`config.mk`:
```
export PLATFORM = sky130hd
export DESIGN_NAME = cxd_exec
export DESIGN_NICKNAME = d
export VERILOG_FILES = /design/src/common/cxd_pkg.sv /design/src/verilog/cxd_alu.sv /design/src/verilog/cxd_stack.sv /design/src/verilog/cxd_exec.sv
export SDC_FILE = /design/constraint.sdc
export NUM_CORES = 1
export LEC_CHECK = 0
export BUFFER_PORTS_ARGS = -buffer_cell sky130_fd_sc_hd__buf_2
export CORE_MARGIN = 5
export CORE_UTILIZATION = 45
export CTS_BUF_LIST = sky130_fd_sc_hd__clkbuf_4 sky130_fd_sc_hd__clkbuf_8
export CTS_CLUSTER_DIAMETER = 50
export DETAILED_ROUTE_END_ITERATION = 10
export GPL_TIMING_DRIVEN = 1
export PLACE_DENSITY = 0.6
export REMOVE_ABC_BUFFERS = 1
export SETUP_SLACK_MARGIN = 0.02
export SLEW_MARGIN = 10
export SYNTH_ARGS = -nofsm -noshare
export SYNTH_HDL_FRONTEND = slang
export SYNTH_SLANG_ARGS = --single-unit
```
`constraint.sdc`:
```
create_clock -name MCLK -period 12.1 [get_ports MCLK]
set_clock_uncertainty 0.1 [all_clocks]
set_input_delay 1.21 -clock MCLK [delete_from_list [all_inputs] [get_ports MCLK]]
set_output_delay 1.21 -clock MCLK [all_outputs]
set_load 0.05 [all_outputs]
```
`src/common/cxd_pkg.sv`:
```
// package: opcodes, register offsets, field layouts and reset values for the exec block
package cxd_pkg;
    // register byte offsets on the bus
    localparam logic [3:0] CXD_OFF_INSN = 4'h0;
    localparam logic [3:0] CXD_OFF_ACC = 4'h4;
    localparam logic [3:0] CXD_OFF_STATUS = 4'h8;
    localparam logic [3:0] CXD_OFF_PC = 4'hc;
    // status field positions
    localparam int CXD_ZERO_BIT = 0;
    localparam int CXD_SLEEP_BIT = 1;
    localparam int CXD_EXPIRY_BIT = 2;
    localparam int CXD_BUSY_BIT = 3;
    localparam int CXD_LATCH_LSB = 8;
    // reset values
    localparam logic [7:0] CXD_ACC_RST = 8'h00;
    localparam logic [12:0] CXD_PC_RST = 13'h0000;
    localparam logic [7:0] CXD_LATCH_RST = 8'h00;
    localparam logic [7:0] CXD_ZERO8 = 8'h00;
    localparam logic [7:0] CXD_ONE8 = 8'h01;
    localparam logic [12:0] CXD_ONE13 = 13'h0001;
    localparam int CXD_FILE_DEPTH = 128;
    localparam int CXD_STACK_DEPTH = 8;

    // operation codes written by software into the instruction register
    typedef enum logic [2:0] {
        CXD_OP_NOP,
        CXD_OP_WDT_CLEAR,
        CXD_OP_CALL,
        CXD_OP_COMPLEMENT,
        CXD_OP_CLEAR_FILE,
        CXD_OP_DECREMENT,
        CXD_OP_CLEAR_ACC,
        CXD_OP_DEC_SKIP
    } cxd_op_t;

    // decoded instruction word: op[22:20] dest[19] file[18:12] target[10:0]
    typedef struct packed {
        cxd_op_t op;
        logic dest;
        logic [6:0] file_addr;
        logic pad;
        logic [10:0] target;
    } cxd_insn_t;

    // result of one execution step
    typedef struct packed {
        logic [7:0] value;
        logic to_file;
        logic to_acc;
        logic zero_upd;
        logic skip;
    } cxd_result_t;
endpackage : cxd_pkg

```
`src/verilog/cxd_alu.sv`:
```
// combinational file-operand datapath for complement, clear and decrement
`timescale 1ns/10ps
`default_nettype none
module cxd_alu
    import cxd_pkg::*;
(
    input wire cxd_op_t op,
    input wire logic dest,
    input wire logic [7:0] operand,
    output cxd_result_t res
);
    wire logic [7:0] dec_val = operand - CXD_ONE8;
    wire logic file_op = (op == CXD_OP_COMPLEMENT) || (op == CXD_OP_DECREMENT)
        || (op == CXD_OP_DEC_SKIP);
    // value per op; clear ops yield zero
    wire logic [7:0] value = (op == CXD_OP_COMPLEMENT) ? ~operand :
        ((op == CXD_OP_DECREMENT) || (op == CXD_OP_DEC_SKIP)) ? dec_val : CXD_ZERO8;
    // dest 0 -> accumulator, 1 -> file register
    assign res.value = value;
    assign res.to_file = (file_op && dest) || (op == CXD_OP_CLEAR_FILE); // [RULE7] [RULE8]
    assign res.to_acc = (file_op && !dest) || (op == CXD_OP_CLEAR_ACC); // [RULE7] [RULE10]
    // decrement-skip alters no flag, so it stays out of the zero update
    assign res.zero_upd = (op == CXD_OP_COMPLEMENT) || (op == CXD_OP_DECREMENT)
        || (op == CXD_OP_CLEAR_FILE) || (op == CXD_OP_CLEAR_ACC); // [RULE6] [RULE9] [RULE11]
    assign res.skip = (op == CXD_OP_DEC_SKIP) && (dec_val == CXD_ZERO8); // [RULE12]
endmodule : cxd_alu
`default_nettype wire

```
`src/verilog/cxd_stack.sv`:
```
// eight-entry circular return-address stack
`timescale 1ns/10ps
`default_nettype none
module cxd_stack
    import cxd_pkg::*;
(
    input wire logic clk,
    input wire logic rst,
    input wire logic push,
    input wire logic [12:0] push_addr,
    output logic [12:0] top
);
    logic [12:0] mem [CXD_STACK_DEPTH];
    logic [2:0] sp_r;
    // top is the last pushed entry; overflow wraps, like a small hardware stack
    assign top = mem[sp_r - 3'h1];
    always_ff @(posedge clk or posedge rst) begin
        if (rst) begin
            sp_r <= 3'h0;
        end else if (push) begin
            sp_r <= sp_r + 3'h1;
        end
    end
    always_ff @(posedge clk) begin
        if (push) begin
            mem[sp_r] <= push_addr;
        end
    end
endmodule : cxd_stack
`default_nettype wire

```
`src/verilog/cxd_exec.sv`:
```
// execution unit for watchdog clear, call, complement, clear and decrement ops
//==========================================================================
// How it works
// RULE1 - watchdog clear zeroes counter and prescaler
// RULE2 - watchdog clear sets expiry and sleep flags
// RULE3 - call pushes pc plus one first
// RULE4 - call loads 11-bit target, latch bits 4:3
// RULE5 - call takes two cycles, flags kept
// RULE6 - complement writes inverse, zero flag only
// RULE7 - 7-bit file address, dest bit selects target
// RULE8 - clear file writes zero, sets zero flag
// RULE9 - decrement subtracts one, zero flag only
// RULE10 - clear accumulator zeroes it, sets zero flag
// RULE11 - decrement-skip alters no status flag
// RULE12 - zero result skips next, two cycles
// RULE13 - zero flag set iff result all zero
// RULE14 - other ops finish in one cycle
//
// The implementer's own choices: the Avalon-MM register port and the register offsets.
`timescale 1ns/10ps
`default_nettype none
module cxd_exec
    import cxd_pkg::*;
(
    input wire logic MCLK,
    input wire logic RST,
    // avalon-mm slave
    input wire logic [3:0] AVS_ADDRESS,
    input wire logic AVS_READ,
    input wire logic AVS_WRITE,
    input wire logic [31:0] AVS_WRITEDATA,
    input wire logic [3:0] AVS_BYTEENABLE,
    output logic [31:0] AVS_READDATA,
    output logic AVS_WAITREQUEST,
    // watchdog
    output logic WDT_CLEAR,
    output logic WDT_PRESCALER_CLEAR,
    // program counter and stack top
    output logic [12:0] PC,
    output logic [12:0] STACK_TOP
);
    //======================================================================
    // state and registers
    typedef enum logic [1:0] {CXD_IDLE, CXD_EXEC, CXD_SECOND} cxd_state_t;
    cxd_state_t state_r, state_nxt;
    cxd_insn_t insn_r;
    logic [7:0] acc_r;
    logic [7:0] latch_r;
    logic [12:0] pc_r;
    logic zero_r, sleep_r, expiry_r;
    // file registers carry no reset; software runs clear file on them first
    logic [7:0] file_mem [CXD_FILE_DEPTH];
    logic [31:0] rdata_r;
    logic rvalid_r;

    //======================================================================
    // bus decode
    wire logic hit_insn = AVS_ADDRESS == CXD_OFF_INSN;
    wire logic hit_acc = AVS_ADDRESS == CXD_OFF_ACC;
    wire logic hit_status = AVS_ADDRESS == CXD_OFF_STATUS;
    wire logic hit_pc = AVS_ADDRESS == CXD_OFF_PC;
    wire logic busy = state_r != CXD_IDLE;
    // writes wait while an op runs; reads take one wait cycle for registered data
    wire logic wr_take = AVS_WRITE && !busy;
    wire logic rd_take = AVS_READ && rvalid_r;
    assign AVS_WAITREQUEST = (AVS_WRITE && !wr_take) || (AVS_READ && !rd_take);
    assign AVS_READDATA = rdata_r;
    wire logic start = wr_take && hit_insn && AVS_BYTEENABLE[2];
    wire cxd_insn_t new_insn = cxd_insn_t'(AVS_WRITEDATA[22:0]);

    //======================================================================
    // datapath
    cxd_result_t res;
    wire logic [7:0] operand = file_mem[insn_r.file_addr]; // [RULE7]
    cxd_alu u_alu (
        .op(insn_r.op),
        .dest(insn_r.dest),
        .operand(operand),
        .res(res)
    );
    wire logic exec = state_r == CXD_EXEC;
    wire logic is_call = exec && (insn_r.op == CXD_OP_CALL);
    wire logic is_wdt = exec && (insn_r.op == CXD_OP_WDT_CLEAR);
    wire logic [12:0] ret_addr = pc_r + CXD_ONE13; // [RULE3]
    wire logic [12:0] call_pc = {latch_r[4:3], insn_r.target}; // [RULE4]
    cxd_stack u_stack (
        .clk(MCLK),
        .rst(RST),
        .push(is_call),
        .push_addr(ret_addr),
        .top(STACK_TOP)
    );
    assign WDT_CLEAR = is_wdt; // [RULE1]
    assign WDT_PRESCALER_CLEAR = is_wdt; // [RULE1]
    assign PC = pc_r;

    //======================================================================
    // sequencing: call and a taken skip get a second cycle
    always_comb begin
        state_nxt = state_r;
        case (state_r)
            CXD_IDLE: if (start) state_nxt = CXD_EXEC;
            CXD_EXEC: begin
                if (is_call || (exec && res.skip)) begin
                    state_nxt = CXD_SECOND; // [RULE5] [RULE12]
                end else begin
                    state_nxt = CXD_IDLE; // [RULE14]
                end
            end
            CXD_SECOND: state_nxt = CXD_IDLE;
            default: state_nxt = CXD_IDLE;
        endcase
    end
    always_ff @(posedge MCLK or posedge RST) begin
        if (RST) state_r <= CXD_IDLE;
        else state_r <= state_nxt;
    end

    // instruction capture
    always_ff @(posedge MCLK or posedge RST) begin
        if (RST) insn_r <= '0;
        else if (start) insn_r <= new_insn;
    end

    // program counter: call jumps, skip advances an extra word, others step
    always_ff @(posedge MCLK or posedge RST) begin
        if (RST) begin
            pc_r <= CXD_PC_RST;
        end else if (wr_take && hit_pc) begin
            pc_r <= AVS_WRITEDATA[12:0];
        end else if (is_call) begin
            pc_r <= call_pc; // [RULE4]
        end else if (exec || state_r == CXD_SECOND && insn_r.op == CXD_OP_DEC_SKIP) begin
            pc_r <= ret_addr; // [RULE12]
        end
    end

    // accumulator and pc high latch
    always_ff @(posedge MCLK or posedge RST) begin
        if (RST) begin
            acc_r <= CXD_ACC_RST;
            latch_r <= CXD_LATCH_RST;
        end else begin
            if (wr_take && hit_acc) acc_r <= AVS_WRITEDATA[7:0];
            else if (exec && res.to_acc) acc_r <= res.value; // [RULE7] [RULE10]
            if (wr_take && hit_status && AVS_BYTEENABLE[1]) begin
                latch_r <= AVS_WRITEDATA[CXD_LATCH_LSB +: 8];
            end
        end
    end

    // status flags; calls and skips leave them alone
    always_ff @(posedge MCLK or posedge RST) begin
        if (RST) begin
            zero_r <= 1'b0;
            sleep_r <= 1'b1;
            expiry_r <= 1'b1;
        end else begin
            if (exec && res.zero_upd) begin
                zero_r <= (res.value == CXD_ZERO8); // [RULE13] [RULE8] [RULE10]
            end else if (wr_take && hit_status && AVS_BYTEENABLE[0]) begin
                zero_r <= AVS_WRITEDATA[CXD_ZERO_BIT];
            end
            if (is_wdt) begin
                sleep_r <= 1'b1; // [RULE2]
                expiry_r <= 1'b1; // [RULE2]
            end else if (wr_take && hit_status && AVS_BYTEENABLE[0]) begin
                sleep_r <= AVS_WRITEDATA[CXD_SLEEP_BIT];
                expiry_r <= AVS_WRITEDATA[CXD_EXPIRY_BIT];
            end
        end
    end

    // file register array; no reset, software must initialise it
    always_ff @(posedge MCLK) begin
        if (exec && res.to_file) file_mem[insn_r.file_addr] <= res.value; // [RULE6] [RULE9]
    end

    // registered read data, one wait cycle per read
    wire logic [31:0] status_word = {16'h0000, latch_r, 4'h0, busy, expiry_r, sleep_r, zero_r};
    wire logic [31:0] rd_mux = hit_acc ? {24'h000000, acc_r} : hit_status ? status_word :
        hit_pc ? {19'h00000, pc_r} : hit_insn ? {9'h000, insn_r} : 32'h00000000;
    always_ff @(posedge MCLK or posedge RST) begin
        if (RST) begin
            rdata_r <= 32'h00000000;
            rvalid_r <= 1'b0;
        end else begin
            rdata_r <= rd_mux;
            rvalid_r <= AVS_READ && !rvalid_r;
        end
    end

    //======================================================================
    // assertions
    // call spends exactly one extra cycle before going idle
    a_call_two_cycles: assert property (@(posedge MCLK) disable iff (RST) // [RULE5]
        is_call |=> state_r == CXD_SECOND ##1 state_r == CXD_IDLE)
        else $error("call did not take two cycles");

    // call target: low bits from the word, top two from the latch
    a_call_pc_load: assert property (@(posedge MCLK) disable iff (RST) // [RULE4]
        is_call |=> pc_r == {$past(latch_r[4:3]), $past(insn_r.target)})
        else $error("call target wrong");

    // the return address is the word after the call
    a_call_push: assert property (@(posedge MCLK) disable iff (RST) // [RULE3]
        is_call |=> STACK_TOP == $past(pc_r) + CXD_ONE13)
        else $error("return address wrong");

    // a call touches no status flag
    a_call_flags: assert property (@(posedge MCLK) disable iff (RST) // [RULE5]
        is_call |=> $stable(zero_r) && $stable(sleep_r) && $stable(expiry_r))
        else $error("call changed a flag");

    // both clears pulse together, then both flags read one
    a_wdt_flags: assert property (@(posedge MCLK) disable iff (RST) // [RULE1] [RULE2]
        is_wdt |-> WDT_CLEAR && WDT_PRESCALER_CLEAR ##1 sleep_r && expiry_r)
        else $error("watchdog clear incomplete");

    // a held clear would freeze the counter, so the pulse is one cycle
    a_wdt_pulse: assert property (@(posedge MCLK) disable iff (RST) // [RULE1]
        WDT_CLEAR |=> !WDT_CLEAR && !WDT_PRESCALER_CLEAR)
        else $error("watchdog clear pulse too long");

    // watchdog clear leaves the zero flag alone
    a_wdt_zero_kept: assert property (@(posedge MCLK) disable iff (RST) // [RULE2]
        is_wdt |=> $stable(zero_r))
        else $error("watchdog clear changed zero flag");

    // zero flag follows the result of every op that updates it
    a_zero_rule: assert property (@(posedge MCLK) disable iff (RST) // [RULE13]
        exec && res.zero_upd |=> zero_r == ($past(res.value) == CXD_ZERO8))
        else $error("zero flag mismatch");

    // a nonzero result must clear the flag again
    a_zero_clear: assert property (@(posedge MCLK) disable iff (RST) // [RULE13]
        exec && res.zero_upd && res.value != CXD_ZERO8 |=> !zero_r)
        else $error("zero flag left set");

    // complement written back lands in the addressed register
    a_comp_file: assert property (@(posedge MCLK) disable iff (RST) // [RULE6]
        exec && insn_r.op == CXD_OP_COMPLEMENT && insn_r.dest |=> operand == ~$past(operand))
        else $error("complement to file wrong");

    // dest low: accumulator takes the result, register keeps its value
    a_comp_acc: assert property (@(posedge MCLK) disable iff (RST) // [RULE7]
        exec && insn_r.op == CXD_OP_COMPLEMENT && !insn_r.dest |=>
        acc_r == ~$past(operand) && $stable(operand))
        else $error("complement to accumulator wrong");

    // clear file zeroes the register and sets the flag
    a_clear_file: assert property (@(posedge MCLK) disable iff (RST) // [RULE8]
        exec && insn_r.op == CXD_OP_CLEAR_FILE |=> operand == CXD_ZERO8 && zero_r)
        else $error("clear file wrong");

    // decrement back into the register
    a_dec_file: assert property (@(posedge MCLK) disable iff (RST) // [RULE9]
        exec && insn_r.op == CXD_OP_DECREMENT && insn_r.dest |=>
        operand == $past(operand) - CXD_ONE8)
        else $error("decrement to file wrong");

    // decrement into the accumulator leaves the register as it was
    a_dec_acc: assert property (@(posedge MCLK) disable iff (RST) // [RULE9]
        exec && insn_r.op == CXD_OP_DECREMENT && !insn_r.dest |=>
        acc_r == $past(operand) - CXD_ONE8 && $stable(operand))
        else $error("decrement to accumulator wrong");

    // decrement-skip still writes its result
    a_skip_result: assert property (@(posedge MCLK) disable iff (RST) // [RULE11]
        exec && insn_r.op == CXD_OP_DEC_SKIP && insn_r.dest |=>
        operand == $past(operand) - CXD_ONE8)
        else $error("skip result wrong");

    // decrement-skip never moves the zero flag
    a_skip_flags: assert property (@(posedge MCLK) disable iff (RST) // [RULE11]
        exec && insn_r.op == CXD_OP_DEC_SKIP |=> $stable(zero_r))
        else $error("skip changed zero flag");

    // an operand of one decrements to zero and must skip
    a_skip_taken: assert property (@(posedge MCLK) disable iff (RST) // [RULE12]
        exec && insn_r.op == CXD_OP_DEC_SKIP && operand == CXD_ONE8 |=> state_r == CXD_SECOND)
        else $error("skip not taken");

    // any other operand lets the next word run
    a_skip_not_taken: assert property (@(posedge MCLK) disable iff (RST) // [RULE12]
        exec && insn_r.op == CXD_OP_DEC_SKIP && operand != CXD_ONE8 |=> state_r == CXD_IDLE)
        else $error("skip taken on nonzero result");

    // a taken skip moves the pc past the discarded word
    a_skip_pc: assert property (@(posedge MCLK) disable iff (RST) // [RULE12]
        exec && res.skip && !(wr_take && hit_pc) |=> ##1 pc_r == $past(pc_r, 2) + 13'h0002)
        else $error("skip did not discard next");

    // plain ops are done after one cycle
    a_single_cycle: assert property (@(posedge MCLK) disable iff (RST) // [RULE14]
        exec && !is_call && !res.skip |=> state_r == CXD_IDLE)
        else $error("op took too long");

    // plain ops advance the pc by exactly one word
    a_pc_step: assert property (@(posedge MCLK) disable iff (RST) // [RULE14]
        exec && !is_call && !res.skip |=> pc_r == $past(pc_r) + CXD_ONE13)
        else $error("pc step wrong");

    // clear accumulator zeroes it and sets the flag
    a_clear_acc: assert property (@(posedge MCLK) disable iff (RST) // [RULE10]
        exec && insn_r.op == CXD_OP_CLEAR_ACC |=> acc_r == CXD_ZERO8 && zero_r)
        else $error("clear accumulator wrong");
endmodule : cxd_exec
`default_nettype wire

```
==> results.md <==
- CTS Root Cell: clkbuf_8
- Vias in the first global route: 27,600
- Synth Instances: 2,709
- Sequential Power Share: 47.4%
- DRT iter0 DRCs: 3,456
- Post-synth EDFFs: 1,128
- Post-route setup TNS: 0 ps
- Post-Syn Area: 48,000 um2
- H-tree Lvls: 4
- CTS Buffer Depth: 3
- Post-route insts no fill: 4,458
- Status: finished clean
- Ratio of cells with drive above 1 in the final layout: 25.2%
- Hold/Removal Path Class: input pin to asynchronous set/reset pin
- Initial antenna violation count: 3
- Die H: 337 um
- WP data required: 12,410 ps
- Mean post-synth cell area: 17.7 um2
- Post-synth cell types: 80
- Inserted Clock Buffers: 191
- Switch share: 30.5%
- Residual DRC count: 0
- Int Pwr: 7.47 mW
- Die X: 337 um
- CP Class: flop to flop
- Maximum vdd drop: 0.0955 mV
- Unrepaired setup endpoints after global routing: no
- Post-CTS setup repair buffer count: 0
- Vias per inst: 6.22
- Die area: 113,000 um2
- Buffers on Ports: 85
- Global-route wire length before repair: 196 mm
- Synth Flop Type: edfxtp_1
- Core area: 106,000 um2
- I/O pins: 105
- Final net count: 2,952
- Final hold violations: 0
- Comb power frac: 20.5%
- Async set-reset flop share out of synthesis: 6.93%
- Hold slack: 305 ps
- Post-CTS Resized: 0
- Drt wl/cell: 30.5 um
- Clock power share: 32.1%
- Pin count of the biggest net entering global routing: 97
- Pre-CTS setup slack: 4820 ps
- FP Rows: 119
- PwrDens: 199 nW/um2
- Setup-failing EPs final: 0
- Max Cap Violations: 0
- Fin. max-slew vios: 0
- Inst Count DP: 4,101
- Crit path max fanout: 80
- Initial core utilization: 45.4%
- Post-layout util: 51.1%
- Yosys Warn Count: 0
- Clk Latency, worst-skew pair: 860 ps
- Grt ovf: 0
- Final period util: 61.9%
- Antenna viol nets, final: 0
- Register clock-pin slew on the reported worst setup and hold paths: 60 ps
- CP endpoint kind: flop
- Startpoint types: flop
- DPL Wire Length: 82.4 mm
- Crit path DAT: 7800 ps
- Design area: 54,000 um2
- Max frequency: 134 MHz
- Switching power: 3.27 mW
- Register area share after synthesis: 74.9%
- Final Total Pwr: 10.7 mW
- Area leader, netlist: edfxtp_1
- Rel. slew slack: 11.1%
- Synth area leaders: edfxtp_1, mux4_2, dfrtp_1
- Worst slew pin tran: 1320 ps
- GRT Total Usage: 23.8%
- Final Critical Period: 7490 ps
- Final Wtd Congestion: 0.863
- Static Leak: 18.0 nW
- Post-route worst setup slack: 4610 ps
- Routed WL: 136 mm
- Clk sinks: 1,212
- Post-synthesis register bit count: 1,212
- Synth top area share: 70.5%
- # hold bufs at CTS: 0
- DR vias: 27,700
- DRT Pass-1 Iters: 6
- Area grow syn2layout: 12.5%
- Post-DP Area: 50,200 um2
- CTS tree: done
[power groups by stage]
stage | Combinational [mW] | Clock [mW] | Sequential [mW]
after floorplan | 1.17 | 0 | 5.38
after global placement | 2.12 | 0 | 5.17
after detailed placement | 2.17 | 0 | 5.18
after CTS | 2.18 | 3.50 | 5.09
after global routing | 2.29 | 3.70 | 5.10
final | 2.20 | 3.45 | 5.09
[synthesized netlist by cell type (all sizes together) (19+ instances only)]
master and instances:
a21oi 43, mux2i 73, a22oi 97, nand3 31, clkbuf 96, nor2 186
a31oi 28, inv 20, dfrtp 82, a221oi 90, mux4 156, buf 83
a22o 19, o21ai 56, edfxtp 1128, nand4 19, nand2b 24, mux2 89
nor3 22, nand2 153
[critical path, stage by stage (launching register included)]
cell and delay [ps]:
dfrtp_4 650, buf_4 590, buf_4 730, nor3_2 210
buf_4 340, a22o_1 250, a221oi_1 240, a31oi_1 300
or3_1 470, a2111oi_2 1040, nand4_1 230, xnor2_1 210
a21oi_1 270, clkinv_2 570, buf_4 560
[cells in the final DEF (no fill, tap or decap), types with 11 or more instances in the layout]
master    count
buf_2        85
a221oi_1     89
o211ai_1     11
edfxtp_1   1128
a21oi_1      43
clkinv_2     26
nand2_1     153
a22o_1       19
buf_4        86
nand2b_1     24
xnor2_1      13
clkbuf_8    196
nor3_1       17
a22oi_1      97
clkinv_1     54
and3_1       15
nand3_1      31
mux2i_1      72
mux4_2      156
nor2_1      184
clkbuf_4     64
dfrtp_1      77
inv_1        14
o21ai_0      52
mux2_2       89
o22ai_1      11
a31oi_1      28
nand4_1      19
[final cells by class]
| class | instances | area [um2] |
|---|---|---|
| sequential | 1212 | 36000 |
| timing repair buffer | 172 | 1090 |
| multi-input combinational | 1304 | 11300 |
| fill | 8568 | 51700 |
| clock buffer | 260 | 3180 |
| tap | 1391 | 1740 |
| inverter | 22 | 87.6 |
| clock inverter | 94 | 607 |
| antenna | 3 | 7.51 |
[kinds of logic (layout without fill, tap and decap cells)]
group / after synthesis / in the layout / share of synthesized area (%)
DFF: 1212 / 1212 / 74.9
and+or+nand+nor: 508 / 508 / 4.86
AOI/OAI and AO/OA: 444 / 444 / 6.88
muxes: 318 / 318 / 10.9
buffers and inverters: 201 / 548 / 1.90
xor gates and xnor gates: 20 / 20 / 0.365
adders and majority gates: 5 / 5 / 0.130
other: 1 / 12 / 0.00781
[per-layer routing]
metal  wire [um]  GRT usage, %  part of all wire [%]
met5          13             0                0.0096
met4        4940          9.06                   3.6
met3       14400          5.74                    11
met1       52200          32.2                    38
met2       64600          37.9                    47
[path summary, 6_finish.rpt]
| path | slack, ps | from | cells after the start | end |
|---|---|---|---|---|
| max | 4610 | insn_r[14] | 14 | file_mem[33][7] |
| min | 310 | RST | 2 | AVS_READDATA[10] |
| max reg2reg | 4610 | insn_r[14] | 14 | file_mem[33][7] |
| min reg2reg | 330 | rvalid_r | 1 | rvalid_r |
| max in group asynchronous | 10470 | RST | 3 | u_stack.sp_r[0] |
| min in group MCLK | 330 | rvalid_r | 1 | rvalid_r |
[flip-flops by register name, indices dropped and copies added, names as in the netlist, 2 cells and up]
name	flops
AVS_READDATA	23
PC	13
acc_r	8
call_pc	11
file_mem	1024
insn_r	12
latch_r	8
state_r	2
u_stack.mem	104
u_stack.sp_r	3
Power figures use the tool's default switching activity.
